<file path="src/inc/vpw_pkg.sv">
// Purpose: shared constants and types of the vpw frame transmitter
// Assumes: 25 MHz system clock
// Notes:   symbol times are kept in microseconds and converted to cycles here
package vpw_pkg;

    // ------------------------------------------------------------
    // clock and symbol timing
    // ------------------------------------------------------------
    localparam int CLK_HZ = 25_000_000;
    localparam int CYC_PER_US = CLK_HZ / 1_000_000;
    localparam int IGN_MAX_US = 7;
    localparam int TV1_LO_US = 34;
    localparam int TV1_NOM_US = 64;
    localparam int TV2_NOM_US = 128;
    localparam int TV3_NOM_US = 200;
    localparam int TV4_LO_US = 239;
    localparam int TV4_NOM_US = 280;
    localparam int TV6_NOM_US = 300;
    localparam int SOF_SYNC_MAX_US = 96;
    localparam int LOOP_DELAY_MAX_US = 31;
    localparam int IGN_MAX_CYC = IGN_MAX_US * CYC_PER_US;
    localparam int FILT_LAT_CYC = IGN_MAX_CYC + 1;
    localparam int TV1_LO_CYC = TV1_LO_US * CYC_PER_US;
    localparam int TV1_NOM_CYC = TV1_NOM_US * CYC_PER_US;
    localparam int TV2_NOM_CYC = TV2_NOM_US * CYC_PER_US;
    localparam int TV3_NOM_CYC = TV3_NOM_US * CYC_PER_US;
    localparam int TV4_LO_CYC = TV4_LO_US * CYC_PER_US;
    localparam int TV4_NOM_CYC = TV4_NOM_US * CYC_PER_US;
    localparam int TV6_NOM_CYC = TV6_NOM_US * CYC_PER_US;
    localparam int SOF_SYNC_CYC = SOF_SYNC_MAX_US * CYC_PER_US;
    localparam int LOOP_DELAY_MAX_CYC = LOOP_DELAY_MAX_US * CYC_PER_US;

    // ------------------------------------------------------------
    // register map (word index) and fields
    // ------------------------------------------------------------
    localparam logic [2:0] REG_CTRL = 3'h0;
    localparam logic [2:0] REG_TX_BYTE_REG = 3'h1;
    localparam logic [2:0] REG_TX_OPCODE_REG = 3'h2;
    localparam logic [2:0] REG_STATUS = 3'h3;
    localparam logic [2:0] REG_RX_BYTE_REG = 3'h4;
    localparam logic [2:0] REG_FILTER = 3'h5;
    localparam int CTRL_DLY_LSB = 0;
    localparam int CTRL_INV_BIT = 5;
    localparam int CTRL_MASK_BIT = 6;
    localparam int STAT_RDY_BIT = 0;
    localparam int STAT_TLA_BIT = 1;
    localparam int STAT_IBD_BIT = 2;
    localparam int STAT_RX_FULL_FLAG_BIT = 3;
    localparam int STAT_BUSY_BIT = 4;
    localparam logic [2:0] OP_MSG = 3'h1;
    localparam logic [2:0] OP_MSG_LAST = 3'h2;
    localparam logic [4:0] DLY_RST = 5'h00;
    localparam logic [31:0] FILTER_RST = 32'h0000_0000;
    localparam logic [7:0] CRC_INIT = 8'hFF;
    localparam logic [7:0] CRC_POLY = 8'h1D;

    // ------------------------------------------------------------
    // types
    // ------------------------------------------------------------
    typedef enum logic [1:0] {
        TX_IDLE = 2'b00,
        TX_ECHO = 2'b01,
        TX_HOLD = 2'b10,
        TX_EOD = 2'b11
    } vpw_tx_state_type;

    typedef struct packed {
        logic lost_arb_irq_mask;
        logic rx_invert;
        logic [4:0] loop_delay_setting;
    } vpw_ctrl_type;

endpackage
</file>
<file path="src/core/vpw_frame_transmitter.sv">
// Purpose: vpw bus message frame transmitter with Avalon-MM registers
// Assumes: 25 MHz clock, bus pins synchronous to it
// Notes:   symbols are timed from the filtered echo of the bus
`timescale 1ns/1ns
`default_nettype none
module vpw_frame_transmitter
    import vpw_pkg::*;
#(
    parameter int P_TV3_CYC = TV3_NOM_CYC,
    parameter int P_TV4_LO_CYC = TV4_LO_CYC,
    parameter int P_TV4_NOM_CYC = TV4_NOM_CYC,
    parameter int P_TV6_CYC = TV6_NOM_CYC
) (
    // clock and reset
    input wire logic i_sys_clk,
    input wire logic i_resetn,
    // avalon-mm slave
    input wire logic [2:0] i_avs_address,
    input wire logic i_avs_read,
    input wire logic i_avs_write,
    input wire logic [3:0] i_avs_byteenable,
    input wire logic [31:0] i_avs_writedata,
    output logic [31:0] o_avs_readdata,
    output logic o_avs_waitrequest,
    // bus transceiver
    input wire logic i_bus_rx_line,
    output logic o_bus_tx_line,
    // interrupt request, level
    output logic o_lost_arb_irq
);

    localparam int RW = $clog2(P_TV6_CYC + 2);

    // ------------------------------------------------------------
    // parameter checks
    // ------------------------------------------------------------
    if (P_TV4_LO_CYC >= P_TV4_NOM_CYC || P_TV6_CYC < P_TV4_NOM_CYC ||
        P_TV3_CYC <= TV2_NOM_CYC) begin : g_chk_tv
        $error("symbol times out of order");
    end
    if (TV1_NOM_CYC <= LOOP_DELAY_MAX_CYC + FILT_LAT_CYC) begin : g_chk_dly
        $error("loop delay leaves no room for a short symbol");
    end

    // ------------------------------------------------------------
    // state
    // ------------------------------------------------------------
    typedef struct packed {
        vpw_tx_state_type st;
        logic tx_line;
        vpw_ctrl_type ctrl;
        logic [7:0] tx_byte_reg;
        logic [31:0] message_filter_bits;
        logic tx_ready_flag;
        logic tx_lost_arb_flag;
        logic invalid_bit_flag;
        logic rx_full_flag;
        logic [7:0] rx_byte_reg;
        logic pend;
        logic pend_last;
        logic armed;
        logic last;
        logic sof;
        logic crc_phase;
        logic first_byte;
        logic [7:0] shreg;
        logic [7:0] rxsh;
        logic [7:0] crc;
        logic [2:0] bit_cnt;
        logic [4:0] filt_idx;
        logic [10:0] echo_cnt;
        logic [RW-1:0] run_cnt;
        logic rx_prev;
        logic sof_phase;
        logic suppress;
        logic ack;
        logic [31:0] rdata;
    } vpw_state_type;

    vpw_state_type s;
    vpw_state_type next_s;
    logic rx_f;

    // ------------------------------------------------------------
    // helpers
    // ------------------------------------------------------------
    function automatic int dly_cyc(input logic [4:0] dly);
        return int'(dly) * CYC_PER_US;
    endfunction

    function automatic int hold_target(input logic sof, input logic bitv,
                                       input logic lvl, input logic [4:0] dly);
        int nom;
        if (sof) begin
            nom = P_TV3_CYC;
        end else if (bitv ^ lvl) begin
            nom = TV2_NOM_CYC;
        end else begin
            nom = TV1_NOM_CYC;
        end
        return nom - dly_cyc(dly) - FILT_LAT_CYC;
    endfunction

    function automatic logic [7:0] crc_step(input logic [7:0] c, input logic b);
        return {c[6:0], 1'b0} ^ ((c[7] ^ b) ? CRC_POLY : 8'h00);
    endfunction

    // ------------------------------------------------------------
    // input filter
    // ------------------------------------------------------------
    vpw_rx_filter #(
        .P_LEN(FILT_LAT_CYC)
    ) u_filter (
        .i_sys_clk(i_sys_clk),
        .i_resetn(i_resetn),
        .i_line(i_bus_rx_line),
        .i_invert(s.ctrl.rx_invert),
        .o_level(rx_f)
    );

    // ------------------------------------------------------------
    // next state
    // ------------------------------------------------------------
    always_comb begin
        logic rx_edge;
        logic early;
        logic quiet4;
        logic quiet6;
        logic xfer;
        logic lost;
        logic inval;
        logic sym_done;
        logic [7:0] fbyte;
        logic [4:0] idx;
        logic [7:0] crc_nx;
        logic taken;
        rx_edge = rx_f != s.rx_prev;
        early = 1'b0;
        quiet4 = 1'b0;
        quiet6 = 1'b0;
        xfer = 1'b0;
        lost = 1'b0;
        inval = 1'b0;
        sym_done = 1'b0;
        fbyte = 8'h00;
        idx = 5'h00;
        crc_nx = 8'h00;
        taken = (i_avs_read | i_avs_write) & s.ack;
        next_s = s;

        // --------------------------------------------------------
        // bus slave: one wait cycle, then taken
        // --------------------------------------------------------
        next_s.ack = (i_avs_read | i_avs_write) & ~s.ack;
        if (i_avs_read & ~s.ack) begin
            unique case (i_avs_address)
                REG_CTRL: next_s.rdata = {25'h0, s.ctrl};
                REG_TX_BYTE_REG: next_s.rdata = {24'h0, s.tx_byte_reg};
                REG_STATUS: next_s.rdata = {27'h0, s.st != TX_IDLE, s.rx_full_flag,
                                            s.invalid_bit_flag, s.tx_lost_arb_flag,
                                            s.tx_ready_flag};
                REG_RX_BYTE_REG: next_s.rdata = {24'h0, s.rx_byte_reg};
                REG_FILTER: next_s.rdata = s.message_filter_bits;
                default: next_s.rdata = 32'h0000_0000;
            endcase
        end
        if (!s.pend && !s.tx_ready_flag) begin
            next_s.tx_ready_flag = 1'b1;
        end
        if (taken && i_avs_read && i_avs_address == REG_RX_BYTE_REG) begin
            next_s.rx_full_flag = 1'b0;
        end
        if (taken && i_avs_write) begin
            unique case (i_avs_address)
                REG_CTRL: begin
                    if (i_avs_byteenable[0]) begin
                        next_s.ctrl = i_avs_writedata[CTRL_MASK_BIT:CTRL_DLY_LSB];
                    end
                end
                REG_TX_BYTE_REG: begin
                    if (i_avs_byteenable[0]) begin
                        next_s.tx_byte_reg = i_avs_writedata[7:0];
                    end
                end
                REG_STATUS: begin
                    if (i_avs_byteenable[0] && i_avs_writedata[STAT_TLA_BIT]) begin
                        next_s.tx_lost_arb_flag = 1'b0;
                    end
                    if (i_avs_byteenable[0] && i_avs_writedata[STAT_IBD_BIT]) begin
                        next_s.invalid_bit_flag = 1'b0;
                    end
                end
                REG_FILTER: begin
                    for (int b = 0; b < 4; b++) begin
                        if (i_avs_byteenable[b]) begin
                            next_s.message_filter_bits[8*b +: 8] = i_avs_writedata[8*b +: 8];
                        end
                    end
                end
                default: begin
                end
            endcase
        end

        // --------------------------------------------------------
        // bus observation from the filtered decoder input
        // --------------------------------------------------------
        next_s.rx_prev = rx_f;
        if (rx_edge) begin
            next_s.run_cnt = '0;
            if (s.run_cnt <= RW'(TV1_LO_CYC)) begin
                inval = 1'b1;
                next_s.invalid_bit_flag = 1'b1;
                next_s.suppress = 1'b1;
            end
            next_s.sof_phase = rx_f && s.run_cnt > RW'(P_TV4_LO_CYC);
        end else if (s.run_cnt != '1) begin
            next_s.run_cnt = s.run_cnt + 1'b1;
        end
        if (!rx_f && s.run_cnt > RW'(P_TV4_LO_CYC)) begin
            next_s.suppress = 1'b0;
        end
        quiet4 = !rx_f && s.run_cnt >= RW'(P_TV4_NOM_CYC);
        quiet6 = !rx_f && s.run_cnt >= RW'(P_TV6_CYC);
        // another node opened a frame early; join while still in time
        early = rx_f && s.sof_phase && !s.suppress &&
                s.run_cnt <= RW'(SOF_SYNC_CYC);

        // --------------------------------------------------------
        // transmit sequencer
        // --------------------------------------------------------
        unique case (s.st)
            TX_IDLE: begin
                next_s.tx_line = 1'b0;
                xfer = s.pend && !s.armed && (quiet4 || early);
                if (xfer) begin
                    next_s.shreg = s.tx_byte_reg;
                    next_s.last = s.pend_last;
                    next_s.pend = 1'b0;
                    next_s.tx_ready_flag = 1'b1;
                    next_s.armed = 1'b1;
                end
                if ((s.armed || xfer) && (quiet6 || early)) begin
                    next_s.st = TX_ECHO;
                    next_s.tx_line = 1'b1;
                    next_s.sof = 1'b1;
                    next_s.armed = 1'b0;
                    next_s.crc = CRC_INIT;
                    next_s.crc_phase = 1'b0;
                    next_s.first_byte = 1'b1;
                    next_s.bit_cnt = 3'h0;
                    next_s.echo_cnt = '0;
                end
            end
            TX_ECHO: begin
                if (s.echo_cnt != '1) begin
                    next_s.echo_cnt = s.echo_cnt + 1'b1;
                end
                if (rx_f == s.tx_line) begin
                    next_s.st = TX_HOLD;
                end else if (!s.tx_line && int'(s.echo_cnt) >
                             dly_cyc(s.ctrl.loop_delay_setting) + FILT_LAT_CYC + TV1_LO_CYC) begin
                    lost = 1'b1;
                end
            end
            TX_HOLD: begin
                if (rx_f != s.tx_line) begin
                    lost = 1'b1;
                end else if (s.run_cnt >= RW'(hold_target(s.sof, s.shreg[7], s.tx_line,
                                                           s.ctrl.loop_delay_setting))) begin
                    sym_done = 1'b1;
                end
            end
            TX_EOD: begin
                if (!rx_f) begin
                    next_s.st = TX_IDLE;
                end
            end
        endcase

        if (sym_done) begin
            next_s.st = TX_ECHO;
            next_s.echo_cnt = '0;
            next_s.tx_line = ~s.tx_line;
            if (s.sof) begin
                next_s.sof = 1'b0;
            end else begin
                crc_nx = crc_step(s.crc, s.shreg[7]);
                if (!s.crc_phase) begin
                    next_s.crc = crc_nx;
                end
                next_s.shreg = {s.shreg[6:0], 1'b0};
                next_s.rxsh = {s.rxsh[6:0], s.shreg[7]};
                next_s.bit_cnt = s.bit_cnt + 3'h1;
                if (s.bit_cnt == 3'h7) begin
                    fbyte = {s.rxsh[6:0], s.shreg[7]};
                    idx = s.first_byte ? fbyte[7:3] : s.filt_idx;
                    next_s.filt_idx = idx;
                    next_s.first_byte = 1'b0;
                    if (s.message_filter_bits[idx] && !s.suppress) begin
                        next_s.rx_byte_reg = fbyte;
                        next_s.rx_full_flag = 1'b1;
                    end
                    if (s.crc_phase) begin
                        next_s.st = TX_EOD;
                    end else if (s.last) begin
                        next_s.crc_phase = 1'b1;
                        next_s.shreg = ~crc_nx;
                    end else if (s.pend) begin
                        next_s.shreg = s.tx_byte_reg;
                        next_s.last = s.pend_last;
                        next_s.pend = 1'b0;
                        next_s.tx_ready_flag = 1'b1;
                    end else begin
                        // no byte queued in time: end the frame without crc
                        next_s.st = TX_IDLE;
                    end
                end
            end
        end

        if (lost || (inval && s.st != TX_IDLE)) begin
            next_s.st = TX_IDLE;
            next_s.tx_line = 1'b0;
            next_s.sof = 1'b0;
            next_s.crc_phase = 1'b0;
            // the frame is dropped; data register is kept for a resend
            if (!s.last) begin
                next_s.pend = 1'b0;
            end
        end
        if (lost) begin
            next_s.tx_lost_arb_flag = 1'b1;
        end

        // opcode write last: a new request outranks a same-cycle transfer
        if (taken && i_avs_write && i_avs_address == REG_TX_OPCODE_REG && i_avs_byteenable[0]) begin
            next_s.tx_ready_flag = 1'b0;
            if (i_avs_writedata[2:0] == OP_MSG || i_avs_writedata[2:0] == OP_MSG_LAST) begin
                next_s.pend = 1'b1;
                next_s.pend_last = i_avs_writedata[2:0] == OP_MSG_LAST;
            end
        end
    end

    // ------------------------------------------------------------
    // registers
    // ------------------------------------------------------------
    always_ff @(posedge i_sys_clk or negedge i_resetn) begin
        if (!i_resetn) begin
            s <= '0;
            s.st <= TX_IDLE;
            s.ctrl <= {1'b0, 1'b0, DLY_RST};
            s.message_filter_bits <= FILTER_RST;
            s.tx_ready_flag <= 1'b1;
            s.crc <= CRC_INIT;
            s.run_cnt <= '1;
        end else begin
            s <= next_s;
        end
    end

    // ------------------------------------------------------------
    // outputs
    // ------------------------------------------------------------
    assign o_avs_readdata = s.rdata;
    assign o_avs_waitrequest = (i_avs_read | i_avs_write) & ~s.ack;
    assign o_bus_tx_line = s.tx_line;
    assign o_lost_arb_irq = s.tx_lost_arb_flag & s.ctrl.lost_arb_irq_mask;

endmodule
`default_nettype wire

</file>
<file path="src/core/vpw_rx_filter.sv">
// Purpose: polarity select and digital glitch filter on the bus input
// Assumes: input synchronous to i_sys_clk
// Notes:   level flips after P_LEN equal samples; latency is P_LEN cycles
`timescale 1ns/1ns
`default_nettype none
module vpw_rx_filter
    import vpw_pkg::*;
#(
    parameter int P_LEN = FILT_LAT_CYC
) (
    // clock and reset
    input wire logic i_sys_clk,
    input wire logic i_resetn,
    // line
    input wire logic i_line,
    input wire logic i_invert,
    // filtered level, 1 = active
    output logic o_level
);

    localparam int W = $clog2(P_LEN + 1);

    typedef struct packed {
        logic level;
        logic [W-1:0] cnt;
    } vpw_filt_type;

    vpw_filt_type s;
    vpw_filt_type next_s;

    if (P_LEN < 1) begin : g_chk
        $error("filter length must be at least one");
    end

    always_comb begin
        next_s = s;
        if ((i_line ^ i_invert) == s.level) begin
            next_s.cnt = '0;
        end else if (s.cnt == W'(P_LEN - 1)) begin
            next_s.level = ~s.level;
            next_s.cnt = '0;
        end else begin
            next_s.cnt = s.cnt + 1'b1;
        end
    end

    always_ff @(posedge i_sys_clk or negedge i_resetn) begin
        if (!i_resetn) begin
            s <= '0;
        end else begin
            s <= next_s;
        end
    end

    assign o_level = s.level;

endmodule
`default_nettype wire

</file>
<file path="config.mk">
export PLATFORM = sky130hd
export DESIGN_NAME = vpw_frame_transmitter
export DESIGN_NICKNAME = d
export VERILOG_FILES = /design/src/inc/vpw_pkg.sv /design/src/core/vpw_frame_transmitter.sv /design/src/core/vpw_rx_filter.sv
export SDC_FILE = /design/constraint.sdc
export NUM_CORES = 1
export LEC_CHECK = 0
export BUFFER_PORTS_ARGS = -buffer_cell sky130_fd_sc_hd__buf_2
export CORE_UTILIZATION = 50
export CTS_CLUSTER_SIZE = 12
export DETAILED_ROUTE_END_ITERATION = 8
export GPL_ROUTABILITY_DRIVEN = 1
export PLACE_DENSITY = 0.78
export RECOVER_POWER = 50
export SLEW_MARGIN = 15
export SYNTH_ARGS = -nofsm -noshare
export SYNTH_HDL_FRONTEND = slang
export SYNTH_SLANG_ARGS = --single-unit
</file>
<file path="constraint.sdc">
create_clock -name i_sys_clk -period 10.8 [get_ports i_sys_clk]
set_input_delay 2.16 -clock i_sys_clk [delete_from_list [all_inputs] [get_ports i_sys_clk]]
set_output_delay 2.16 -clock i_sys_clk [all_outputs]
set_load 0.05 [all_outputs]
</file>
==> impl_metrics.tcl, run 1 <==
set metrics [dict create \
    start_kind "primary input" \
    drt_iter0_drc 565 \
    dpl.hpwl_um 15900 \
    endpoint_kind "asynchronous set/reset pin" \
    synth_warnings 0 \
    seqCellArea_um2 4260 \
    cts.path.max_buffers 2 \
    clk_pin_slew_ns 0.07 \
    worstMarginPinSlew_ns 5.13 \
    post_cts_buffers 0 \
    finalWirelength_um 22100 \
    cts-resized-gates 0 \
    final-setup-viol-count 0 \
    place_congestion 0.885 \
    antenna_found_initial 0 \
    worst_slack_ns 3.55 \
    nets 1065 \
    cp.arrival_ns 7.47 \
    drive_gt1_share_pct 18.8 \
    synth_nets 1033 \
    path_cells "clkbuf_1 -> clkbuf_2" \
    syn_area_um2 9900 \
    die_area_um2 20400 \
    grt_pass1_wl_um 35800 \
    final.fill_count 1631 \
    rows 51 \
    cts_sinks 169 \
    finalHoldWorstSlack_ns 0.488 \
    crit_type "in -> async" \
    synth_cells 922 \
    ir_drop_mv 0.0956 \
    placeableCoreArea_um2 19500 \
    cts_tree "built" \
    clock_tree.root_cell "clkbuf_16" \
    vias_per_cell 5.82 \
    finClkSkew_ns 0.0126 \
    synth-main-ff-cell "dfrtp_1" \
    yosysSeqAreaShare_pct 43.0 \
    cp.depth 2 \
    initial_core_util_pct 50.9 \
    io_pins 79 \
    syn_avg_cell_area_um2 10.7 \
    drv_cap 2 \
    drt_pass1_iterations 5 \
    period_share_pct 67.2 \
    antenna_cells 0 \
    multi_input_area_um2 5090 \
    finish.utilization_pct 55.8 \
    cts_hold_buf 0 \
    ys_types 65 \
    cts_buffers 17 \
    grt.total_usage_pct 22.8 \
    crit_buf_inv 2 \
    cpPeakStageDelay_ns 3.51 \
    synth_edf_count 0 \
    power_uw 1840 \
    grt_max_degree 98 \
    hold_violations 0 \
    max_freq_ghz 0.138 \
    clk_latency_ns 0.43 \
    vias 7166 \
    p_leak_uw 0.00497 \
    min_path_type "reg -> reg" \
    setup-tns-final_ns 0 \
    relSlewSlack_pct -242 \
    failed_checks "max-capacitance violations, max-slew violations" \
    pre_cts_slack_ns 4.43 \
    die_w_um 143 \
    critPathSlowestCell "clkbuf_1" \
    die_y_um 143 \
    wire_per_inst_um 18.0 \
    port_buffers 78 \
    grt.overflow.total 0 \
    path_max_fanout 97 \
    path_delay_family "buffers and inverters" \
    synth_seq_cells 169 \
    ant_nets 0 \
    grt_pass1_vias 6907 \
    report.final.slew_viol_count 172 \
    async_reset_ff_share_pct 100 \
    rsz0062_at_grt "no" \
    period_needed_ns 7.25 \
    hold_depth 2 \
    ctsHtreeMaxLevel 4 \
    rr_worst_depth 27 \
    cp.required_ns 11.02 \
    status "complete, but fails checks" \
    powerDensity_nw_per_um2 170 \
    route.detailed.drc 0 \
    syn2layout_area_growth_pct 9.56 \
]
[where the power goes]
group	switching [uW]	leakage, uW	internal [uW]
registers	56.7	0.00220	688
clock network	311	0.000305	322
logic	264	0.00247	202
total	632	0.00497	1210
[registers in the layout, summed over array words and instances (netlist names)]
signal,count
u_filter.o_level,1
o_bus_tx_line,1
o_avs_readdata,32
s,127
u_filter.s,8
[per-layer routing]
layer	track usage (%)	up-vias	part of all wire [%]
li1	-	3382	-
met1	29.6	3558	44
met2	37.6	186	49
met3	5.26	40	5.1
met4	7.41	0	2.2
met5	0	-	0
[cell type report]
cell class	count	area share [%]
multi-input cells	639	46.9
flip-flops and latches	169	39.2
clock buffers	17	3.92
repair buffers	82	3.38
well taps	265	3.06
clock inverters	15	1.95
inverters	45	1.56
[cell usage after synthesis (3+ instances only)]
library cell	count	area, um^2
dfrtp_1	147	3680
ha_1	66	826
mux2_2	63	709
nor2_1	62	233
o21ai_0	58	290
nand2_1	49	184
inv_1	45	169
a21oi_1	39	195
a22o_1	38	333
buf_4	32	240
clkbuf_1	32	120
xnor2_1	28	245
nand3_1	25	125
dfstp_2	22	578
mux2i_1	17	170
nor2b_1	17	106
xor2_1	16	140
nand4_1	11	68.8
nor3_1	11	55.1
a211oi_1	9	67.6
mux2_4	9	135
mux4_1	8	210
o21bai_1	8	60.1
mux4_2	7	158
or3_1	7	43.8
a21o_1	6	45.0
and2_1	6	37.5
and3_1	6	37.5
o22ai_1	6	37.5
a31oi_1	5	31.3
nand2b_1	5	31.3
o211ai_1	5	37.5
o21a_1	5	37.5
and4_1	4	35.0
nor4_1	4	25.0
o22a_1	3	26.3
o31a_1	3	26.3
[final timing paths]
| check | startpoint | end | slack (ns) |
|---|---|---|---|
| setup reg to reg | s[154]$_DFFE_PN0P_ | s[104]$_DFFE_PN0P_ | 4.31 |
| hold / removal | o_avs_readdata[2]$_DFFE_PN0P_ | o_avs_readdata[2]$_DFFE_PN0P_ | 0.49 |
| setup / recovery | i_resetn | s[152]$_DFFE_PN0P_ | 3.55 |
| max in group i_sys_clk | s[154]$_DFFE_PN0P_ | s[104]$_DFFE_PN0P_ | 4.31 |
| hold reg to reg | o_avs_readdata[2]$_DFFE_PN0P_ | o_avs_readdata[2]$_DFFE_PN0P_ | 0.49 |
| min in group asynchronous | i_resetn | s[53]$_DFFE_PN0P_ | 3.59 |
[through the flow]
stage,cell area [um^2],instances
5_1_grt,10900,1232
2_1_floorplan,9900,922
3_3_place_gp,10300,1200
3_5_place_dp,10300,1200
4_1_cts,10900,1232
6_report,10900,1232
[layout by cell type (no fill, tap or decap), drive strengths merged, types with 7 or more instances in the layout]
cell    count
nor2b      17
xnor2      28
buf        42
mux2i      19
a22o       38
dfstp      22
nand4      11
nor2       62
nor3       11
ha         66
clkinv      8
mux4       15
o21bai      8
a21oi      39
nand2      50
nand3      25
clkbuf     57
dfrtp     147
inv        52
or3         7
a211oi     10
xor2       16
o21ai      59
mux2       72
[cells by family after synthesis]
group | Yosys count | share of synthesized area, %
AND/OR/NAND/NOR | 219 | 10.9
AO/OA/AOI/OAI | 203 | 13.6
flip-flops | 169 | 43.0
buffers and inverters | 114 | 5.70
multiplexers | 106 | 14.4
adder cells (fa/ha/maj) | 67 | 8.54
XOR/XNOR | 44 | 3.89
No activity file was read; power rests on OpenSTA's default activity.
==> run 2, diff against run 1 <==
--- a/config.mk
+++ b/config.mk
@@ -10,7 +10,7 @@
 export CTS_CLUSTER_SIZE = 12
 export DETAILED_ROUTE_END_ITERATION = 8
 export GPL_ROUTABILITY_DRIVEN = 1
-export PLACE_DENSITY = 0.78
+export PLACE_DENSITY = 0.81
 export RECOVER_POWER = 50
 export SLEW_MARGIN = 15
 export SYNTH_ARGS = -nofsm -noshare
==> constraint.sdc (replaced) <==
create_clock -name i_sys_clk -period 6.4 [get_ports i_sys_clk]
set_input_delay 1.28 -clock i_sys_clk [delete_from_list [all_inputs] [get_ports i_sys_clk]]
set_output_delay 1.28 -clock i_sys_clk [all_outputs]
set_load 0.05 [all_outputs]
==> run 2 against run 1 <==
Compared with the run above: the flow still finishes with violations (max-capacitance violations, max-slew violations); non-clock buffer count up 2; count of clock-buffer cells in the layout is the same; first-iteration DRC count grew 2.8%; combinational power is 71% higher; setup slack worse by 3.1 ns; die area unchanged; wire length grew 0.64%; via count increased by 0.13%; hold slack worse by 0.0022 ns; register-to-register slack worse by 3.9 ns; total power increased by 71%; critical path type is now reg -> reg; largest power group unchanged.
==> impl_metrics.tcl, run 2 (synthesized netlist as in run 1, its figures left out) <==
set metrics [dict create \
    placeableCoreArea_um2 19500 \
    max_freq_ghz 0.168 \
    hold_violations 0 \
    grt.total_usage_pct 22.8 \
    route.detailed.drc 0 \
    final.fill_count 1612 \
    grt_pass1_vias 7096 \
    relSlewSlack_pct -107 \
    clk_latency_ns 0.44 \
    ir_drop_mv 0.182 \
    vias_per_cell 5.81 \
    crit_path_start "s[154]$_DFFE_PN0P_" \
    antenna_cells 0 \
    worstMarginPinSlew_ns 3.10 \
    die_area_um2 20400 \
    failed_checks "max-capacitance violations, max-slew violations" \
    cp.arrival_ns 6.28 \
    finalWirelength_um 22300 \
    top_register "s" \
    grt_max_degree 63 \
    place_congestion 0.895 \
    grt.overflow.total 0 \
    endpoint_kind "flip-flop" \
    final_cell_mix "dfrtp_1, buf_2, ha_1" \
    largest_reg_flops 127 \
    clk_pin_slew_ns 0.07 \
    post_cts_buffers 0 \
    rsz0062_at_grt "no" \
    rr_worst_depth 26 \
    period_needed_ns 5.96 \
    power_uw 3140 \
    drt_pass1_iterations 7 \
    vias 7175 \
    initial_core_util_pct 50.9 \
    hold_depth 1 \
    cts_tree "built" \
    path_max_fanout 9 \
    die_y_um 143 \
    crit_type "reg -> reg" \
    setup-tns-final_ns 0 \
    r2r-end "s[99]$_DFFE_PN0P_" \
    dpl.hpwl_um 15900 \
    clock_tree.root_cell "clkbuf_16" \
    endpoint "s[99]$_DFFE_PN0P_" \
    drv_cap 2 \
    rows 51 \
    wire_per_inst_um 18.1 \
    period_share_pct 93.1 \
    port_buffers 78 \
    drt_iter0_drc 581 \
    die_w_um 143 \
    final_common_cell "dfrtp_1" \
    powerDensity_nw_per_um2 288 \
    cts_buffers 17 \
    finClkSkew_ns 0.0142 \
    finish.utilization_pct 56.2 \
    final-setup-viol-count 0 \
    nets 1067 \
    drive_gt1_share_pct 23.1 \
    min_path_type "reg -> reg" \
    syn2layout_area_growth_pct 10.4 \
    p_leak_uw 0.00515 \
    pre_cts_slack_ns 0.290 \
    io_pins 79 \
    cts_sinks 169 \
    finalHoldWorstSlack_ns 0.486 \
    cp.required_ns 6.72 \
    ant_nets 0 \
    start_kind "flip-flop" \
    reg2reg_slack_ns 0.44 \
    antenna_found_initial 0 \
    cts_hold_buf 0 \
    report.final.slew_viol_count 55 \
    status "complete, but fails checks" \
    r2r_start "s[154]$_DFFE_PN0P_" \
    worst_slack_ns 0.440 \
    ctsHtreeMaxLevel 4 \
    grt_pass1_wl_um 36000 \
    cts.path.max_buffers 2 \
]
run 2: cell count changes in the layout (fill, tap and decap cells not counted), moves of 2 or more:
cell / previous run / this run
buf_2: 40 / 75
inv_12: 3 / 5
buf_4: 2 / 4
clkbuf_1: 39 / 3
run 2: worst min-delay path by stage:
stage | start | end
2_1_floorplan | u_filter.o_level$_DFFE_PN0P_ | s[35]$_DFF_PN0_
3_3_place_gp | s[108]$_DFF_PN0_ | s[108]$_DFF_PN0_
3_5_place_dp | o_avs_readdata[1]$_DFFE_PN0P_ | o_avs_readdata[1]$_DFFE_PN0P_
4_1_cts | u_filter.s[0]$_DFF_PN0_ | u_filter.s[0]$_DFF_PN0_
5_1_grt | o_avs_readdata[1]$_DFFE_PN0P_ | o_avs_readdata[1]$_DFFE_PN0P_
6_report | u_filter.s[0]$_DFF_PN0_ | u_filter.s[0]$_DFF_PN0_
run 2: metal layers:
layer,vias to the layer above,global-route usage [%],part of all wire [%]
met1,3525,30.3,44
met2,228,36.7,48
met3,42,4.76,5.3
met5,-,0,0
li1,3380,-,-
met4,0,8.72,2.4
run 2: area by class of cell:
type                       count  area [um^2]  share of cell area [%]
multi-input combinational    639         5110                    46.7
inverter                      45          169                    1.54
tap                          265          332                    3.03
clock buffer                  17          425                    3.89
timing repair buffer          84          427                    3.90
clock inverter                15          219                    2.00
sequential                   169         4260                    38.9
run 2: metrics by stage:
stage               area, um^2  instances
floorplan                 9900        922
global placement         10300       1202
detailed placement       10300       1202
CTS                      10900       1234
global route             10900       1234
finish                   10900       1234
run 2: worst max-delay path: stages (launching register included):
cell,delay [ns]
dfrtp_1,0.45
inv_1,0.07
ha_1,0.27
inv_1,0.04
ha_1,0.29
ha_1,0.30
ha_1,0.33
nand2_1,0.11
o21bai_1,0.08
a21oi_1,0.24
xnor2_2,0.19
inv_1,0.08
ha_1,0.27
inv_1,0.04
ha_1,0.32
and3_1,0.20
a21oi_1,0.11
o21ai_0,0.13
o31a_1,0.26
ha_1,0.29
nand4_1,0.12
nor2_1,0.14
a211oi_2,0.12
a211oi_4,0.33
nand2_2,0.21
or3_4,0.52
mux2_4,0.32
run 2: timing repair:
item	in CTS	in global routing
resized for setup	0	3
endpoints found under the setup margin	0	29
endpoints found under the hold margin	0	0
run 2: power by group:
part | internal, uW | switching, uW | total, uW
clock network | 549 | 541 | 1090
logic | 347 | 452 | 799
registers | 1160 | 94.0 | 1260
total | 2060 | 1090 | 3140
==> run 3, diff against run 2 <==
--- a/config.mk
+++ b/config.mk
@@ -15,4 +15,5 @@
 export SLEW_MARGIN = 15
 export SYNTH_ARGS = -nofsm -noshare
 export SYNTH_HDL_FRONTEND = slang
+export SYNTH_HIERARCHICAL = 1
 export SYNTH_SLANG_ARGS = --single-unit
==> run 3 against run 2 <==
Compared with the run above: largest cell class unchanged; via count is 3.4% higher; critical path type unchanged; combinational power is 0.5% higher; die area is 0.47% higher; count of clock-buffer cells in the layout stayed put; non-clock buffer count is 2 higher; hold slack worse by 0.027 ns; design area is 0.24% lower; critical endpoint is now s[89]$_DFF_PN0_; final cell count is 1.8% higher; the flow still finishes with violations (max-capacitance violations, max-slew violations); clock skew is 0.0058 ns lower.
==> impl_metrics.tcl, run 3 <==
set metrics [dict create \
    cts_tree "built" \
    critPathSlowestCell "a2111oi_0" \
    syn_area_um2 9950 \
    final-setup-viol-count 0 \
    antenna_found_initial 0 \
    synth_edf_count 0 \
    synth_warnings 6 \
    async_reset_ff_share_pct 100 \
    nets 1089 \
    grt_pass1_wl_um 36600 \
    dpl.hpwl_um 16700 \
    path_cells "inv_1 -> ha_1 -> inv_1 -> ha_1 -> ha_1 -> ha_1 -> nand3_1 -> o21ai_0 -> xnor2_1 -> ha_1 -> inv_1 -> ha_1 -> and3_1 -> a21oi_1 -> o21ai_0 -> o31a_1 -> ha_1 -> o21ai_0 -> a211o_1 -> a2111o_1 -> and2_2 -> nand2b_1 -> a2111oi_0 -> a21oi_1" \
    yosysSeqAreaShare_pct 42.8 \
    grt.total_usage_pct 23.3 \
    drive_gt1_share_pct 23.3 \
    start_kind "flip-flop" \
    route.detailed.drc 0 \
    p_switching_uw 1020 \
    cts.path.max_buffers 2 \
    cp.required_ns 6.69 \
    finalWirelength_um 22800 \
    path_max_fanout 10 \
    synth_top_area_cell "dfrtp_1" \
    period_share_pct 94.9 \
    synth_seq_cells 169 \
    crit_buf_inv 3 \
    report.final.slew_viol_count 87 \
    path_delay_family "adder cells" \
    period_needed_ns 6.08 \
    worstMarginPinSlew_ns 4.79 \
    ir_drop_mv 0.182 \
    vias_per_cell 5.90 \
    io_pins 79 \
    synth_top_area_share_pct 37.0 \
    grt_pass1_vias 7073 \
    endpoint_kind "flip-flop" \
    die_area_um2 20500 \
    rows 51 \
    synth_cells 942 \
    hold_violations 0 \
    ctsHtreeMaxLevel 4 \
    vias 7416 \
    cp.arrival_ns 6.37 \
    synth_area_leaders "dfrtp_1, ha_1, mux2_2, dfstp_2, mux4_2" \
    rsz0062_at_grt "no" \
    drv_cap 1 \
    cts_hold_buf 0 \
    cpPeakStageDelay_ns 0.52 \
    cts_buffers 17 \
    syn_avg_cell_area_um2 10.6 \
    die_w_um 143 \
    clk_pin_slew_ns 0.07 \
    swShare_pct 33.5 \
    p_int_uw 2030 \
    pwr-share-clk_pct 32.8 \
    ys_types 73 \
    max_freq_ghz 0.165 \
    initial_core_util_pct 51.1 \
    drt_iter0_drc 521 \
    crit_path_frequent_cell "ha_1" \
    failed_checks "max-capacitance violations, max-slew violations" \
    p_seq_share_pct 40.9 \
    largest_reg_flops 127 \
    synth-main-ff-cell "dfrtp_1" \
    setup-tns-final_ns 0 \
    min_path_type "reg -> reg" \
    status "complete, but fails checks" \
    p_leak_uw 0.00509 \
    place_congestion 0.911 \
    powerDensity_nw_per_um2 280 \
    crit_type "reg -> reg" \
    grt.overflow.total 0 \
    grt_max_degree 87 \
    cts_sinks 169 \
    drt_pass1_iterations 5 \
    port_buffers 78 \
    relSlewSlack_pct -219 \
    antenna_cells 0 \
    finClkSkew_ns 0.00836 \
    syn2layout_area_growth_pct 9.63 \
    finalHoldWorstSlack_ns 0.459 \
    final_common_cell "dfrtp_1" \
    ant_nets 0 \
    synth_nets 1053 \
    power_frac_comb_pct 26.3 \
    final_cell_mix "dfrtp_1, nand2_1, buf_2" \
    clock_tree.root_cell "clkbuf_16" \
    placeableCoreArea_um2 19500 \
    wire_per_inst_um 18.2 \
    yosysMostFrequentCell "dfrtp_1" \
    die_y_um 143 \
    top_register "s" \
    netlist_top_cells_count "dfrtp_1, nand2_1, ha_1" \
    clk_latency_ns 0.44 \
]
[run 3: cell types whose count changed in the layout (fill, tap and decap cells not counted), sizes merged, moves of 8 or more]
cell | previous run | this run
nand2 | 50 | 88
o21ai | 59 | 41
nor2 | 62 | 48
a22o | 38 | 28
mux2 | 72 | 63
nor2b | 17 | 8
nor3 | 11 | 20
nand3 | 25 | 33
[run 3: cell families after synthesis]
logic type	after synthesis	share of synthesized area [%]
AOI/OAI and AO/OA	199	13.9
xor gates and xnor gates	40	3.67
adders and majority gates	67	8.50
buffers and inverters	118	5.90
DFF	169	42.8
muxes	96	12.9
and+or+nand+nor	253	12.3
[run 3: repair_timing]
item                       4_1_cts  5_1_grt
gates resized for setup          0        5
setup endpoints to repair        0       23
setup buffers                    0        1
hold endpoints to repair         0        0
[run 3: metal layers]
metal	vias up	wire length (um)	global-route usage [%]
li1	3456	-	-
met1	3679	9760	30.3
met2	233	11300	37.9
met3	48	1100	4.33
met4	0	612	9.90
met5	-	0	0
[run 3: worst reg2reg max path, delay by kind of cell (launching register included)]
kind | cells | cell delay (ns)
flops | 1 | 0.46
compound gates | 9 | 1.89
fa+ha+maj | 7 | 2.12
buf+inv | 3 | 0.18
simple gates | 4 | 0.95
xor+xnor | 1 | 0.34
[run 3: power by group through the flow]
stage	clock, uW	combinational (uW)	sequential (uW)
2_1_floorplan	0	632	1230
3_3_place_gp	0	769	1260
3_5_place_dp	0	799	1270
4_1_cts	1020	807	1250
5_1_grt	1070	899	1260
6_report	1000	803	1250
[run 3: per-stage QoR]
stage	std cells	total power, uW	cell area [um^2]	worst slack, ns	utilization [%]
floorplan	942	1860	9950	0.857	-
global placement	1223	2030	10300	0.442	53.1
detailed placement	1223	2070	10300	0.322	53.1
CTS	1255	3070	10900	0.251	56.1
global route	1256	3230	10900	0.0129	56.1
finish	1256	3050	10900	0.325	56.1
[run 3: area by class of cell]
class,instances,area [um^2]
fill,1612,8550
multi-input combinational,655,5110
sequential,169,4260
timing repair buffer,86,440
clock buffer,17,425
tap,265,332
inverter,49,184
clock inverter,15,156
[run 3: final timing paths]
check | endpoint | slack, ns | from | depth (start not counted)
min | u_filter/s[0]$_DFF_PN0_ | 0.46 | u_filter/s[0]$_DFF_PN0_ | 1
max | s[89]$_DFF_PN0_ | 0.32 | s[154]$_DFFE_PN0P_ | 24
min in group asynchronous | s[98]$_DFF_PN0_ | 2.59 | i_resetn | 1
min reg2reg | u_filter/s[0]$_DFF_PN0_ | 0.46 | u_filter/s[0]$_DFF_PN0_ | 1
max reg2reg | s[89]$_DFF_PN0_ | 0.32 | s[154]$_DFFE_PN0P_ | 24
max in group asynchronous | s[113]$_DFFE_PN0P_ | 0.83 | i_resetn | 2
